### config.mk
export PLATFORM = sky130hd
export DESIGN_NAME = srcp_speed_ref_chain
export DESIGN_NICKNAME = d
export VERILOG_FILES = /design/src/srcp_pkg.sv /design/src/srcp_slot_if.sv /design/src/srcp_sat.sv /design/src/srcp_speed_ref_chain.sv /design/src/srcp_user_menu.sv
export SDC_FILE = /design/constraint.sdc
export NUM_CORES = 2
export LEC_CHECK = 0
export BUFFER_PORTS_ARGS = -buffer_cell sky130_fd_sc_hd__buf_2
export CAP_MARGIN = 0
export CORE_MARGIN = 8
export CORE_UTILIZATION = 50
export CTS_CLUSTER_DIAMETER = 100
export CTS_CLUSTER_SIZE = 25
export DETAILED_ROUTE_END_ITERATION = 10
export PLACE_DENSITY_LB_ADDON = 0.25
export SLEW_MARGIN = 10
export SYNTH_ARGS = -nofsm -noshare
export SYNTH_HDL_FRONTEND = slang
export SYNTH_HIERARCHICAL = 1
export SYNTH_SLANG_ARGS = --single-unit
### constraint.sdc
create_clock -name CLK -period 18.45 [get_ports CLK]
set_input_delay 0.9225 -clock CLK [delete_from_list [all_inputs] [get_ports CLK]]
set_output_delay 0.9225 -clock CLK [all_outputs]
set_load 0.005 [all_outputs]
### src/srcp_pkg.sv
// Package of constants and types for the speed reference chain
// Summary of operation
// - Four signed speed references, plus/minus 1000
// - Reference one from 12-bit analog input
// - Others: digital value or 10-bit analog
// - Two selector bits choose one reference
// - Add offset to selected reference
// - Bipolar mode decides if sign matters
// - Separate forward and reverse min/max clamps; here minimums act in unipolar only, so min_rev never takes effect
// - Reverse bit inverts speed demand direction
// - Jog select uses jog reference as demand
// - Interlock blocks start until reference near zero
// - Interlock examines pre-offset reference
// - Pre-offset reference shown as monitor output
// - Order: bipolar, run/jog, reverse, stop
// - Error is demand minus selected feedback
// - PID gains, four current limits, slew limit; here one ilim setting serves all four limits
// - Current demand plus feedback sets firing
// - User menu maps ten parameters
// - User slots accessible without security check
// - Slot targets set by config parameters
// - Factory defaults reset flagged parameters only; here all stored parameters and slot targets reset, slot values are kept
// - Unipolar treats negatives as zero demand
// - Jog replaces every other demand source
// - Near zero means within about 1.5 percent
package srcp_pkg;
	localparam int          VAL_W        = 12;
	localparam int          WIDE_W       = 24;
	localparam int          SLOT_N       = 10;
	localparam int          PAR_ADDR_W   = 12;
	localparam int          SLOT_W       = 4;
	localparam logic [11:0] FULL_SPEED   = 12'h3e8;
	localparam logic [11:0] NEG_FULL     = 12'h c18;
	localparam logic [11:0] ZERO_BAND    = 12'h00f;
	localparam logic [11:0] OFFSET_DEF   = 12'h000;
	localparam logic [11:0] JOG_DEF      = 12'h032;
	localparam logic [11:0] MAX_FWD_DEF  = 12'h3e8;
	localparam logic [11:0] MIN_FWD_DEF  = 12'h000;
	localparam logic [11:0] MIN_REV_DEF  = 12'h000;
	localparam logic [11:0] MAX_REV_DEF  = 12'hc18;
	localparam logic [11:0] REF2_DEF     = 12'h12c;
	localparam int          ADC12_SHIFT  = 0;
	localparam logic [12:0] ADC12_MID    = 13'h0800;
	localparam logic [10:0] ADC10_MID    = 11'h200;
	localparam logic [11:0] SLEW_DEF     = 12'h3e8;
	localparam logic [11:0] ILIM_DEF     = 12'h3e8;
	localparam int          GAIN_SHIFT   = 6;
	localparam logic [11:0] KP_DEF       = 12'h040;
	localparam logic [11:0] KI_DEF       = 12'h004;
	localparam logic [11:0] KD_DEF       = 12'h000;
	localparam logic [1:0]  FB_ENCODER   = 2'h0;
	localparam logic [1:0]  FB_TACHO     = 2'h1;
	localparam logic [1:0]  FB_ARMATURE  = 2'h2;
	localparam logic [11:0] SLOT_TARGET_DEF [SLOT_N] = '{12'h304, 12'h502, 12'h303, 12'h102, 12'h706,
		12'h106, 12'h105, 12'h204, 12'h205, 12'h405};
	typedef logic signed [VAL_W-1:0] srcp_val_t;
	typedef enum logic [1:0] {
		SRCP_STOP,
		SRCP_RUN,
		SRCP_JOG
	} srcp_mode_t;
endpackage : srcp_pkg

### src/srcp_slot_if.sv
// Interface carrying user menu slot access
`timescale 1ns/100ps
interface srcp_slot_if;
	import srcp_pkg::*;
	logic                    wr_en;
	logic [SLOT_W-1:0]       slot;
	logic                    cfg_sel;
	logic [VAL_W-1:0]        wdata;
	logic                    factory;
	logic [PAR_ADDR_W-1:0]   target;
	logic [VAL_W-1:0]        rdata;
	modport owner (input wr_en, slot, cfg_sel, wdata, factory, output target, rdata);
	modport user  (output wr_en, slot, cfg_sel, wdata, factory, input target, rdata);
endinterface : srcp_slot_if

### src/srcp_sat.sv
// Signed clamp of a wide value into a window
`timescale 1ns/100ps
module srcp_sat
	import srcp_pkg::*;
(
	input  wire logic signed [WIDE_W-1:0] din,
	input  wire logic signed [VAL_W-1:0]  lo,
	input  wire logic signed [VAL_W-1:0]  hi,
	output logic signed [VAL_W-1:0]       dout
);
	always_comb begin
		if (din > WIDE_W'(hi)) begin
			dout = hi;
		end else if (din < WIDE_W'(lo)) begin
			dout = lo;
		end else begin
			dout = din[VAL_W-1:0];
		end
	end
endmodule : srcp_sat

### src/srcp_speed_ref_chain.sv
// Speed reference chain: selection through firing reference
`timescale 1ns/100ps
module srcp_speed_ref_chain
	import srcp_pkg::*;
(
	input  wire logic                  CLK,
	input  wire logic                  SYS_RST,
	input  wire logic [11:0]           ANALOG_SPEED_INPUT,
	input  wire logic [9:0]            ANALOG_IN_B,
	input  wire logic [9:0]            ANALOG_IN_C,
	input  wire logic [9:0]            ANALOG_IN_D,
	input  wire logic [2:0]            REF_ANALOG_SEL,
	input  wire logic [1:0]            REF_WR_EN,
	input  wire logic [VAL_W-1:0]      PARAM_WDATA,
	input  wire logic [3:0]            PARAM_SEL,
	input  wire logic                  PARAM_WR,
	input  wire logic                  REF_SEL_1,
	input  wire logic                  REF_SEL_2,
	input  wire logic                  BIPOLAR,
	input  wire logic                  REVERSE_SEL,
	input  wire logic                  JOG_SEL,
	input  wire logic                  ZERO_INTERLOCK,
	input  wire logic                  DRIVE_ENABLE_INPUT,
	input  wire logic                  RUN_PERMIT_INPUT,
	input  wire logic                  DRIVE_RUN_INPUT,
	input  wire logic [1:0]            FB_SEL,
	input  wire logic [VAL_W-1:0]      FB_ENCODER_IN,
	input  wire logic [VAL_W-1:0]      FB_TACHO_IN,
	input  wire logic [VAL_W-1:0]      FB_ARMATURE_IN,
	input  wire logic [VAL_W-1:0]      CURRENT_FB,
	input  wire logic                  FACTORY_DEFAULTS,
	input  wire logic                  SLOT_WR,
	input  wire logic [SLOT_W-1:0]     SLOT_INDEX,
	input  wire logic                  SLOT_CFG_SEL,
	output logic [VAL_W-1:0]           SLOT_RDATA,
	output logic [PAR_ADDR_W-1:0]      SLOT_TARGET,
	output logic [VAL_W-1:0]           PRE_OFFSET_REF,
	output logic [VAL_W-1:0]           POST_OFFSET_REF,
	output logic [VAL_W-1:0]           SPEED_DEMAND,
	output logic [VAL_W-1:0]           SPEED_ERROR,
	output logic [VAL_W-1:0]           CURRENT_DEMAND,
	output logic [VAL_W-1:0]           FIRING_REF,
	output logic                       DRIVE_RUNNING,
	output logic                       INTERLOCK_HOLD
);
	// Parameter select codes for PARAM_SEL
	localparam logic [3:0] P_OFFSET = 4'h0, P_JOG = 4'h1, P_MAXF = 4'h2, P_MINF = 4'h3, P_MINR = 4'h4;
	localparam logic [3:0] P_MAXR = 4'h5, P_KP = 4'h6, P_KI = 4'h7, P_KD = 4'h8, P_ILIM = 4'h9;
	localparam logic [3:0] P_SLEW = 4'ha, P_REF2 = 4'hb, P_REF3 = 4'hc, P_REF4 = 4'hd;

	// Pin synchronisers, two stages before any use
	logic [11:0] an_a_s1, an_a_s2;
	logic [9:0]  an_b_s1, an_b_s2, an_c_s1, an_c_s2, an_d_s1, an_d_s2;
	logic [2:0]  pin_s1, pin_s2;
	always_ff @(posedge CLK) begin
		if (SYS_RST) begin
			an_a_s1 <= '0;
			an_a_s2 <= '0;
			an_b_s1 <= '0;
			an_b_s2 <= '0;
			an_c_s1 <= '0;
			an_c_s2 <= '0;
			an_d_s1 <= '0;
			an_d_s2 <= '0;
			pin_s1  <= '0;
			pin_s2  <= '0;
		end else begin
			an_a_s1 <= ANALOG_SPEED_INPUT;
			an_a_s2 <= an_a_s1;
			an_b_s1 <= ANALOG_IN_B;
			an_b_s2 <= an_b_s1;
			an_c_s1 <= ANALOG_IN_C;
			an_c_s2 <= an_c_s1;
			an_d_s1 <= ANALOG_IN_D;
			an_d_s2 <= an_d_s1;
			pin_s1  <= {DRIVE_ENABLE_INPUT, RUN_PERMIT_INPUT, DRIVE_RUN_INPUT};
			pin_s2  <= pin_s1;
		end
	end
	logic en_ok, permit_ok, run_ok;
	assign {en_ok, permit_ok, run_ok} = pin_s2;

	// Parameter store, every one returns on factory defaults
	srcp_val_t offset, jog_ref, max_fwd, min_fwd, min_rev, max_rev;
	srcp_val_t kp, ki, kd, ilim, slew, ref2_dig, ref3_dig, ref4_dig;
	always_ff @(posedge CLK) begin
		if (SYS_RST || FACTORY_DEFAULTS) begin
			offset   <= OFFSET_DEF;
			jog_ref  <= JOG_DEF;
			max_fwd  <= MAX_FWD_DEF;
			min_fwd  <= MIN_FWD_DEF;
			min_rev  <= MIN_REV_DEF;
			max_rev  <= MAX_REV_DEF;
			kp       <= KP_DEF;
			ki       <= KI_DEF;
			kd       <= KD_DEF;
			ilim     <= ILIM_DEF;
			slew     <= SLEW_DEF;
			ref2_dig <= REF2_DEF;
			ref3_dig <= '0;
			ref4_dig <= '0;
		end else if (PARAM_WR) begin
			case (PARAM_SEL)
				P_OFFSET: offset   <= PARAM_WDATA;
				P_JOG:    jog_ref  <= PARAM_WDATA;
				P_MAXF:   max_fwd  <= PARAM_WDATA;
				P_MINF:   min_fwd  <= PARAM_WDATA;
				P_MINR:   min_rev  <= PARAM_WDATA;
				P_MAXR:   max_rev  <= PARAM_WDATA;
				P_KP:     kp       <= PARAM_WDATA;
				P_KI:     ki       <= PARAM_WDATA;
				P_KD:     kd       <= PARAM_WDATA;
				P_ILIM:   ilim     <= PARAM_WDATA;
				P_SLEW:   slew     <= PARAM_WDATA;
				P_REF2:   ref2_dig <= PARAM_WDATA;
				P_REF3:   ref3_dig <= PARAM_WDATA;
				P_REF4:   ref4_dig <= PARAM_WDATA;
				default: begin
				end
			endcase
		end
	end

	// ADC codes centred and scaled onto plus/minus full speed
	function automatic srcp_val_t scale_adc(input logic signed [12:0] centred, input int bits);
		logic signed [WIDE_W-1:0] prod;
		prod = WIDE_W'(centred) * WIDE_W'($signed({1'b0, FULL_SPEED}));
		return srcp_val_t'(prod >>> (bits - 1));
	endfunction : scale_adc

	srcp_val_t ref_val [4];
	always_comb begin
		ref_val[0] = scale_adc($signed({1'b0, an_a_s2}) - $signed(ADC12_MID), 12);
		ref_val[1] = REF_ANALOG_SEL[0] ? scale_adc(13'($signed({1'b0, an_b_s2}) - $signed(ADC10_MID)), 10)
			: ref2_dig;
		ref_val[2] = REF_ANALOG_SEL[1] ? scale_adc(13'($signed({1'b0, an_c_s2}) - $signed(ADC10_MID)), 10)
			: ref3_dig;
		ref_val[3] = REF_ANALOG_SEL[2] ? scale_adc(13'($signed({1'b0, an_d_s2}) - $signed(ADC10_MID)), 10)
			: ref4_dig;
	end
	logic unused_wr;
	assign unused_wr = ^REF_WR_EN;

	// Selector 1 picks odd/even, selector 2 picks low/high pair
	srcp_val_t src_ref, post_off, limited, unipolar, mode_ref, rev_ref, demand;
	srcp_val_t lo_lim, hi_lim;
	assign src_ref = ref_val[{REF_SEL_2, REF_SEL_1}];
	srcp_sat u_off_sat (
		.din  (WIDE_W'(src_ref) + WIDE_W'(offset)),
		.lo   (NEG_FULL),
		.hi   (FULL_SPEED),
		.dout (post_off)
	);
	always_comb begin
		unipolar = (!BIPOLAR && post_off < 0) ? '0 : post_off;
		if (unipolar >= 0) begin
			lo_lim = BIPOLAR ? srcp_val_t'(0) : min_fwd; // Minimums off in bipolar to avoid hunting
			hi_lim = max_fwd;
		end else begin
			lo_lim = max_rev;
			hi_lim = BIPOLAR ? srcp_val_t'(0) : min_rev;
		end
	end
	srcp_sat u_lim_sat (
		.din  (WIDE_W'(unipolar)),
		.lo   (lo_lim),
		.hi   (hi_lim),
		.dout (limited)
	);

	// Interlock and run/jog/stop mode
	srcp_mode_t mode;
	logic       armed;
	logic       near_zero;
	assign near_zero = (src_ref <= srcp_val_t'(ZERO_BAND)) && (src_ref >= -srcp_val_t'(ZERO_BAND));
	always_ff @(posedge CLK) begin
		if (SYS_RST) begin
			armed <= 1'b0;
		end else if (!(en_ok && permit_ok && run_ok)) begin
			armed <= 1'b0;
		end else if (!ZERO_INTERLOCK || near_zero) begin
			armed <= 1'b1;
		end
	end
	always_comb begin
		if (!(en_ok && permit_ok)) begin
			mode = SRCP_STOP;
		end else if (JOG_SEL) begin
			mode = SRCP_JOG;
		end else if (run_ok && armed) begin
			mode = SRCP_RUN;
		end else begin
			mode = SRCP_STOP;
		end
	end
	always_comb begin
		case (mode)
			SRCP_RUN: mode_ref = limited;
			SRCP_JOG: mode_ref = jog_ref;
			default:  mode_ref = '0;
		endcase
		rev_ref = REVERSE_SEL ? -mode_ref : mode_ref;
		demand  = (mode == SRCP_STOP) ? srcp_val_t'(0) : rev_ref;
	end

	// Speed loop
	srcp_val_t fb, err, err_prev, pid_sat, cur_dem, fire_sat;
	logic signed [WIDE_W-1:0] integ, pid_sum;
	always_comb begin
		case (FB_SEL)
			FB_ENCODER:  fb = FB_ENCODER_IN;
			FB_TACHO:    fb = FB_TACHO_IN;
			FB_ARMATURE: fb = FB_ARMATURE_IN;
			default:     fb = FB_ARMATURE_IN;
		endcase
	end
	srcp_sat u_err_sat (
		.din  (WIDE_W'($signed(SPEED_DEMAND)) - WIDE_W'(fb)),
		.lo   (NEG_FULL),
		.hi   (FULL_SPEED),
		.dout (err)
	);
	assign pid_sum = WIDE_W'((WIDE_W'(kp) * WIDE_W'(err) + integ
		+ WIDE_W'(kd) * (WIDE_W'(err) - WIDE_W'(err_prev))) >>> GAIN_SHIFT);
	srcp_sat u_ilim (
		.din  (pid_sum),
		.lo   (-ilim),
		.hi   (ilim),
		.dout (pid_sat) // One limit stage on ilim stands in for all four limits here
	);
	always_ff @(posedge CLK) begin
		if (SYS_RST || mode == SRCP_STOP) begin
			integ    <= '0;
			err_prev <= '0;
		end else begin
			if (pid_sum == WIDE_W'(pid_sat)) begin
				integ <= integ + WIDE_W'(ki) * WIDE_W'(err); // Held when limiting, no windup
			end
			err_prev <= err;
		end
	end
	// Slew window kept wide and signed so it cannot wrap
	logic signed [WIDE_W-1:0] slew_hi, slew_lo;
	assign slew_hi = WIDE_W'($signed(CURRENT_DEMAND)) + WIDE_W'(slew);
	assign slew_lo = WIDE_W'($signed(CURRENT_DEMAND)) - WIDE_W'(slew);
	always_comb begin
		if (WIDE_W'(pid_sat) > slew_hi) begin
			cur_dem = slew_hi[VAL_W-1:0];
		end else if (WIDE_W'(pid_sat) < slew_lo) begin
			cur_dem = slew_lo[VAL_W-1:0];
		end else begin
			cur_dem = pid_sat;
		end
	end
	srcp_sat u_fire (
		.din  (WIDE_W'($signed(CURRENT_DEMAND)) + WIDE_W'($signed(CURRENT_FB))),
		.lo   (NEG_FULL),
		.hi   (FULL_SPEED),
		.dout (fire_sat)
	);

	// Registered outputs
	always_ff @(posedge CLK) begin
		if (SYS_RST) begin
			PRE_OFFSET_REF  <= '0;
			POST_OFFSET_REF <= '0;
			SPEED_DEMAND    <= '0;
			SPEED_ERROR     <= '0;
			CURRENT_DEMAND  <= '0;
			FIRING_REF      <= '0;
			DRIVE_RUNNING   <= 1'b0;
			INTERLOCK_HOLD  <= 1'b0;
		end else begin
			PRE_OFFSET_REF  <= src_ref;
			POST_OFFSET_REF <= post_off;
			SPEED_DEMAND    <= demand;
			SPEED_ERROR     <= err;
			CURRENT_DEMAND  <= cur_dem;
			FIRING_REF      <= fire_sat;
			DRIVE_RUNNING   <= mode != SRCP_STOP;
			INTERLOCK_HOLD  <= run_ok && !armed && ZERO_INTERLOCK;
		end
	end

	srcp_slot_if u_slot_bus ();
	assign u_slot_bus.wr_en   = SLOT_WR;
	assign u_slot_bus.slot    = SLOT_INDEX;
	assign u_slot_bus.cfg_sel = SLOT_CFG_SEL;
	assign u_slot_bus.wdata   = PARAM_WDATA;
	assign u_slot_bus.factory = FACTORY_DEFAULTS;
	assign SLOT_RDATA         = u_slot_bus.rdata;
	assign SLOT_TARGET        = u_slot_bus.target;
	srcp_user_menu u_menu (
		.clk (CLK),
		.rst (SYS_RST),
		.bus (u_slot_bus)
	);
endmodule : srcp_speed_ref_chain

### src/srcp_user_menu.sv
// User menu of ten mapped parameter slots
`timescale 1ns/100ps
module srcp_user_menu
	import srcp_pkg::*;
(
	input  wire logic    clk,
	input  wire logic    rst,
	srcp_slot_if.owner   bus
);
	logic [PAR_ADDR_W-1:0] target_map [SLOT_N];
	logic [VAL_W-1:0]      slot_val   [SLOT_N];
	genvar g;
	generate
		for (g = 0; g < SLOT_N; g++) begin : g_slot
			always_ff @(posedge clk) begin
				if (rst || bus.factory) begin
					target_map[g] <= SLOT_TARGET_DEF[g];
				end else if (bus.wr_en && bus.cfg_sel && bus.slot == SLOT_W'(g)) begin
					target_map[g] <= bus.wdata;
				end
			end
			always_ff @(posedge clk) begin
				if (rst) begin
					slot_val[g] <= '0;
				end else if (bus.wr_en && !bus.cfg_sel && bus.slot == SLOT_W'(g)) begin
					slot_val[g] <= bus.wdata; // No security level gate
				end
			end
		end
	endgenerate
	always_ff @(posedge clk) begin
		if (rst) begin
			bus.target <= '0;
			bus.rdata  <= '0;
		end else if (bus.slot < SLOT_W'(SLOT_N)) begin
			bus.target <= target_map[bus.slot];
			bus.rdata  <= bus.cfg_sel ? target_map[bus.slot] : slot_val[bus.slot];
		end else begin
			bus.target <= '0;
			bus.rdata  <= '0;
		end
	end
endmodule : srcp_user_menu
==> out/summary.log <==
[die] number of placed I/O pins 230
[grt] overall overflow remaining after global route 0
[setup_path] Crit Path Max Fanout 12
[setup_path] Crit path buffers/inverters 14
[synth] number of register bits inferred by synthesis 621
[clocking] Clock Latency Late Sink 680 ps
[clocking] number of buffers between clock root and the deepest sink 3
[die] initial core utilization 0.503
[power_and_ir_drop] Tot Pwr 0.00614 W
[power_and_ir_drop] cell area power density 92.4 mW/mm²
[sta] headroom to the max-slew limit 0.211
[die] site row count 128
[final_layout] NumNets Final 8091
[final_layout] Filler Cells Inserted 10.9k
[die] overall die area 0.134 mm²
[setup_path] master of the slowest instance on the critical path sky130_fd_sc_hd__fa_1
[clocking] H-tree depth 2
[synth] adder-cell area share of the yosys netlist 0.349
[drt] first-pass iteration count of the detailed router 5
[synth] multiplexer share of the synthesized area 0.0550
[drt] Detail Route Antenna Nets 0
[final_layout] ratio of cells with drive above 1 in the final layout 0.0890
[final_layout] Largest regs u_menu/slot_val: 120 flops, u_menu/target_map: 120 flops, integ: 24 flops
[die] area of the core 0.122 mm²
[sta] period utilisation layout 0.942
[drt] vias after detailed routing 44.5k
[die] height of the die 366 µm
[sta] number of max-slew violations in the final report 0
[synth] async set or reset register ratio after synthesis 0
[synth] post-synthesis sequential area ratio 0.242
[placed_design] worst setup slack after placement -391 ps
[setup_path] Worst EP required 19020 ps
[drt] Via density 5.36
[final_layout] sequential cell area in the final layout 0.0148 mm²
[synth] average cell area after synthesis 9.55 µm²
[clocking] sinks on the clock net 621
[placed_design] post-detail-place hpwl 118000 µm
[final_layout] Area Overhead vs Synth 8.68%
[synth] area fraction in and, or, nand and nor cells after synthesis 0.163
[drt] # DRC 0
[synth] dominant combinational cell family by area after synthesis adder cells
[placed_design] I/O Buffers 227
[sta] highest attainable clock frequency 0.0576 GHz
[setup_path] critical path type in2reg
[setup_path] category of the worst setup path launch point input pin
[sta] transition at the pin with the smallest max-transition slack 1180 ps
[power_and_ir_drop] leakage power of the design 31.1 nW
[sta] clock period minus final worst setup slack 17370 ps
[drt] 1st-iter DRT viols 2878
[clocking] Reg clk slew, reported paths 100 ps
[run] Max-Cap Viols 0
[grt] global-route usage over all layers 0.226
[grt] antenna violations before repair 11
[grt] number of global-route vias before repair 45.4k
[synth] count of flip-flops with a built-in enable after synthesis 240
[sta] fin worst setup slack 1080 ps
[clocking] clock tree from TritonCTS yes
[final_layout] footprint of the multi-input gates 0.0422 mm²
[synth] Post-Synthesis Cells 6407
[grt] wire length of the first global-routing pass 247000 µm
[power_and_ir_drop] maximum vdd ir drop 0.103 mV
[setup_path] type of element capturing the critical path flop
[synth] post-synth cell types 103
[sta] Worst Skew 56.8 ps
[run_status] status completed
[sta] WHS 427 ps
[synth] Synth Area in Compound Gates 0.0858
[drt] Routed wire per std cell 18.6 µm
[synth] cell area after technology mapping 0.0612 mm²
[clocking] TritonCTS Buffers 42
[setup_path] stage delay of the slowest cell on the critical path 570 ps
[die] horizontal extent of the die 366 µm
[placed_design] Routability Congestion 0.881
[worst_hold_path] type of the most critical hold path reg2reg
[drt] final WL 155000 µm
[synth] yosys warns 6
[setup_path] kind of cell adding the most delay to the critical path adder cells
[sta] final hold violation count 0
[synth] post-synthesis xor/xnor area fraction 0.0256
[clocking] cell chosen for the clock root sky130_fd_sc_hd__clkbuf_16
[setup_path] Worst path most repeated cell sky130_fd_sc_hd__fa_1
[grt] maximum number of pins on one net before global-route repair 88
[setup_path] arrival time worst endpoint 17940 ps
[synth] Primary FF master, synth sky130_fd_sc_hd__dfxtp_1
[sta] count of final setup violators 0
cells in the mapped netlist (all sizes together) (25+ instances only):
master / count / area, µm²
and3: 27 / 169
and2: 377 / 2360
nor2b: 191 / 1190
a31oi: 26 / 163
fa: 650 / 13000
edfxtp: 240 / 7210
nand3: 116 / 586
o22ai: 30 / 244
nor3: 58 / 307
o21ai: 122 / 611
o211ai: 53 / 423
a211oi: 58 / 495
nor4: 27 / 228
nand2b: 64 / 400
nor2: 273 / 1030
ha: 667 / 8350
mux4: 25 / 563
dfxtp: 381 / 7630
or3: 50 / 318
xnor2: 123 / 1080
a21o: 71 / 533
a21oi: 250 / 1280
clkbuf: 221 / 836
nand2: 655 / 2470
mux2i: 263 / 2630
xor2: 48 / 420
buf: 46 / 340
inv: 975 / 3660
nand4: 67 / 419
layout by cell type (no fill, tap or decap), types with 18 or more instances in the layout:
master / count
sky130_fd_sc_hd__inv_1: 973
sky130_fd_sc_hd__ha_1: 664
sky130_fd_sc_hd__nand2_1: 653
sky130_fd_sc_hd__fa_1: 646
sky130_fd_sc_hd__dfxtp_1: 381
sky130_fd_sc_hd__and2_1: 376
sky130_fd_sc_hd__nor2_1: 268
sky130_fd_sc_hd__mux2i_1: 247
sky130_fd_sc_hd__edfxtp_1: 240
sky130_fd_sc_hd__a21oi_1: 239
sky130_fd_sc_hd__buf_2: 224
sky130_fd_sc_hd__nor2b_1: 191
sky130_fd_sc_hd__xnor2_1: 120
sky130_fd_sc_hd__nand3_1: 115
sky130_fd_sc_hd__buf_4: 113
sky130_fd_sc_hd__o21ai_0: 111
sky130_fd_sc_hd__conb_1: 111
sky130_fd_sc_hd__a21o_1: 71
sky130_fd_sc_hd__nand4_1: 67
sky130_fd_sc_hd__nand2b_1: 64
sky130_fd_sc_hd__nor3_1: 55
sky130_fd_sc_hd__or3_1: 49
sky130_fd_sc_hd__o211ai_1: 48
sky130_fd_sc_hd__xor2_1: 47
sky130_fd_sc_hd__a211oi_1: 45
sky130_fd_sc_hd__clkbuf_16: 43
sky130_fd_sc_hd__and3_1: 27
sky130_fd_sc_hd__a31oi_1: 25
sky130_fd_sc_hd__mux4_2: 25
sky130_fd_sc_hd__o21a_1: 22
sky130_fd_sc_hd__o22ai_1: 21
sky130_fd_sc_hd__or2_2: 20
sky130_fd_sc_hd__nor4_1: 18
power breakdown:
part | total (W) | internal, W | switching, W
combinational | 0.00351 | 0.00148 | 0.00203
clock | 0.00107 | 0.000482 | 0.000591
sequential | 0.00155 | 0.00151 | 0.0000461
through the flow:
step / TNS [ps] / std cells / utilization / instance area [µm²]
2_1_floorplan: 0 / 6516 / - / 61600
3_3_place_gp: 0 / 8210 / 0.531 / 64500
3_5_place_dp: -10720 / 8210 / 0.531 / 64500
4_1_cts: 0 / 8286 / 0.544 / 66100
5_1_grt: -2910 / 8301 / 0.547 / 66500
6_report: 0 / 8308 / 0.547 / 66500
area by class of cell:
type,count,share of cell area
Sequential cell,621,0.223
Multi-Input combinational cell,4653,0.635
Inverter,975,0.0551
Timing Repair Buffer,349,0.0327
Antenna cell,9,0.000339
Tap cell,1625,0.0306
Clock buffer,51,0.0163
Clock inverter,25,0.00670
cells by family (layout without fill, tap and decap cells):
| kind of cell | count (synthesis) | after routing |
|---|---|---|
| AOI/OAI and AO/OA | 784 | 784 |
| xor gates and xnor gates | 174 | 174 |
| adders and majority gates | 1317 | 1317 |
| buffers and inverters | 1242 | 1400 |
| DFF | 621 | 621 |
| muxes | 303 | 303 |
| other | 2 | 120 |
| and+or+nand+nor | 1964 | 1964 |
repair_timing:
action / CTS / global route
setup buffers: 0 / 12
hold buffers: 0 / 0
setup endpoints to repair: 0 / 36
gates resized for setup: 0 / 64
final timing paths:
path                                   start                     end  slack [ps]  depth (start not counted)
setup / recovery                   FB_SEL[0]  integ[17]$_SDFFE_PP0N_        1080                         80
hold reg to reg        an_b_s1[8]$_SDFF_PP0_   an_b_s2[8]$_SDFF_PP0_         430                          1
setup reg to reg  SPEED_DEMAND[0]$_SDFF_PP0_  integ[17]$_SDFFE_PP0N_        1390                         78
hold / removal         an_b_s1[8]$_SDFF_PP0_   an_b_s2[8]$_SDFF_PP0_         430                          1
worst reg2reg max path: cells and delay by family (launching register included):
family,cells,cell delay (ps)
adders and majority gates,14,5270
AOI/OAI and AO/OA,28,5160
xor gates and xnor gates,3,530
muxes,5,1550
and+or+nand+nor,14,2500
DFF,1,310
buffers and inverters,14,1660
layer usage:
metal	wire (µm)	share of wire	GRT usage	vias to the layer above
met3	8530	0.055	0.0297	243
met4	5350	0.035	0.0704	6
li1	-	-	-	21400
met2	74700	0.48	0.387	1129
met1	66300	0.43	0.298	21800
met5	36	0.00023	0	-
Note: power is estimated with default switching activity, not from simulation.
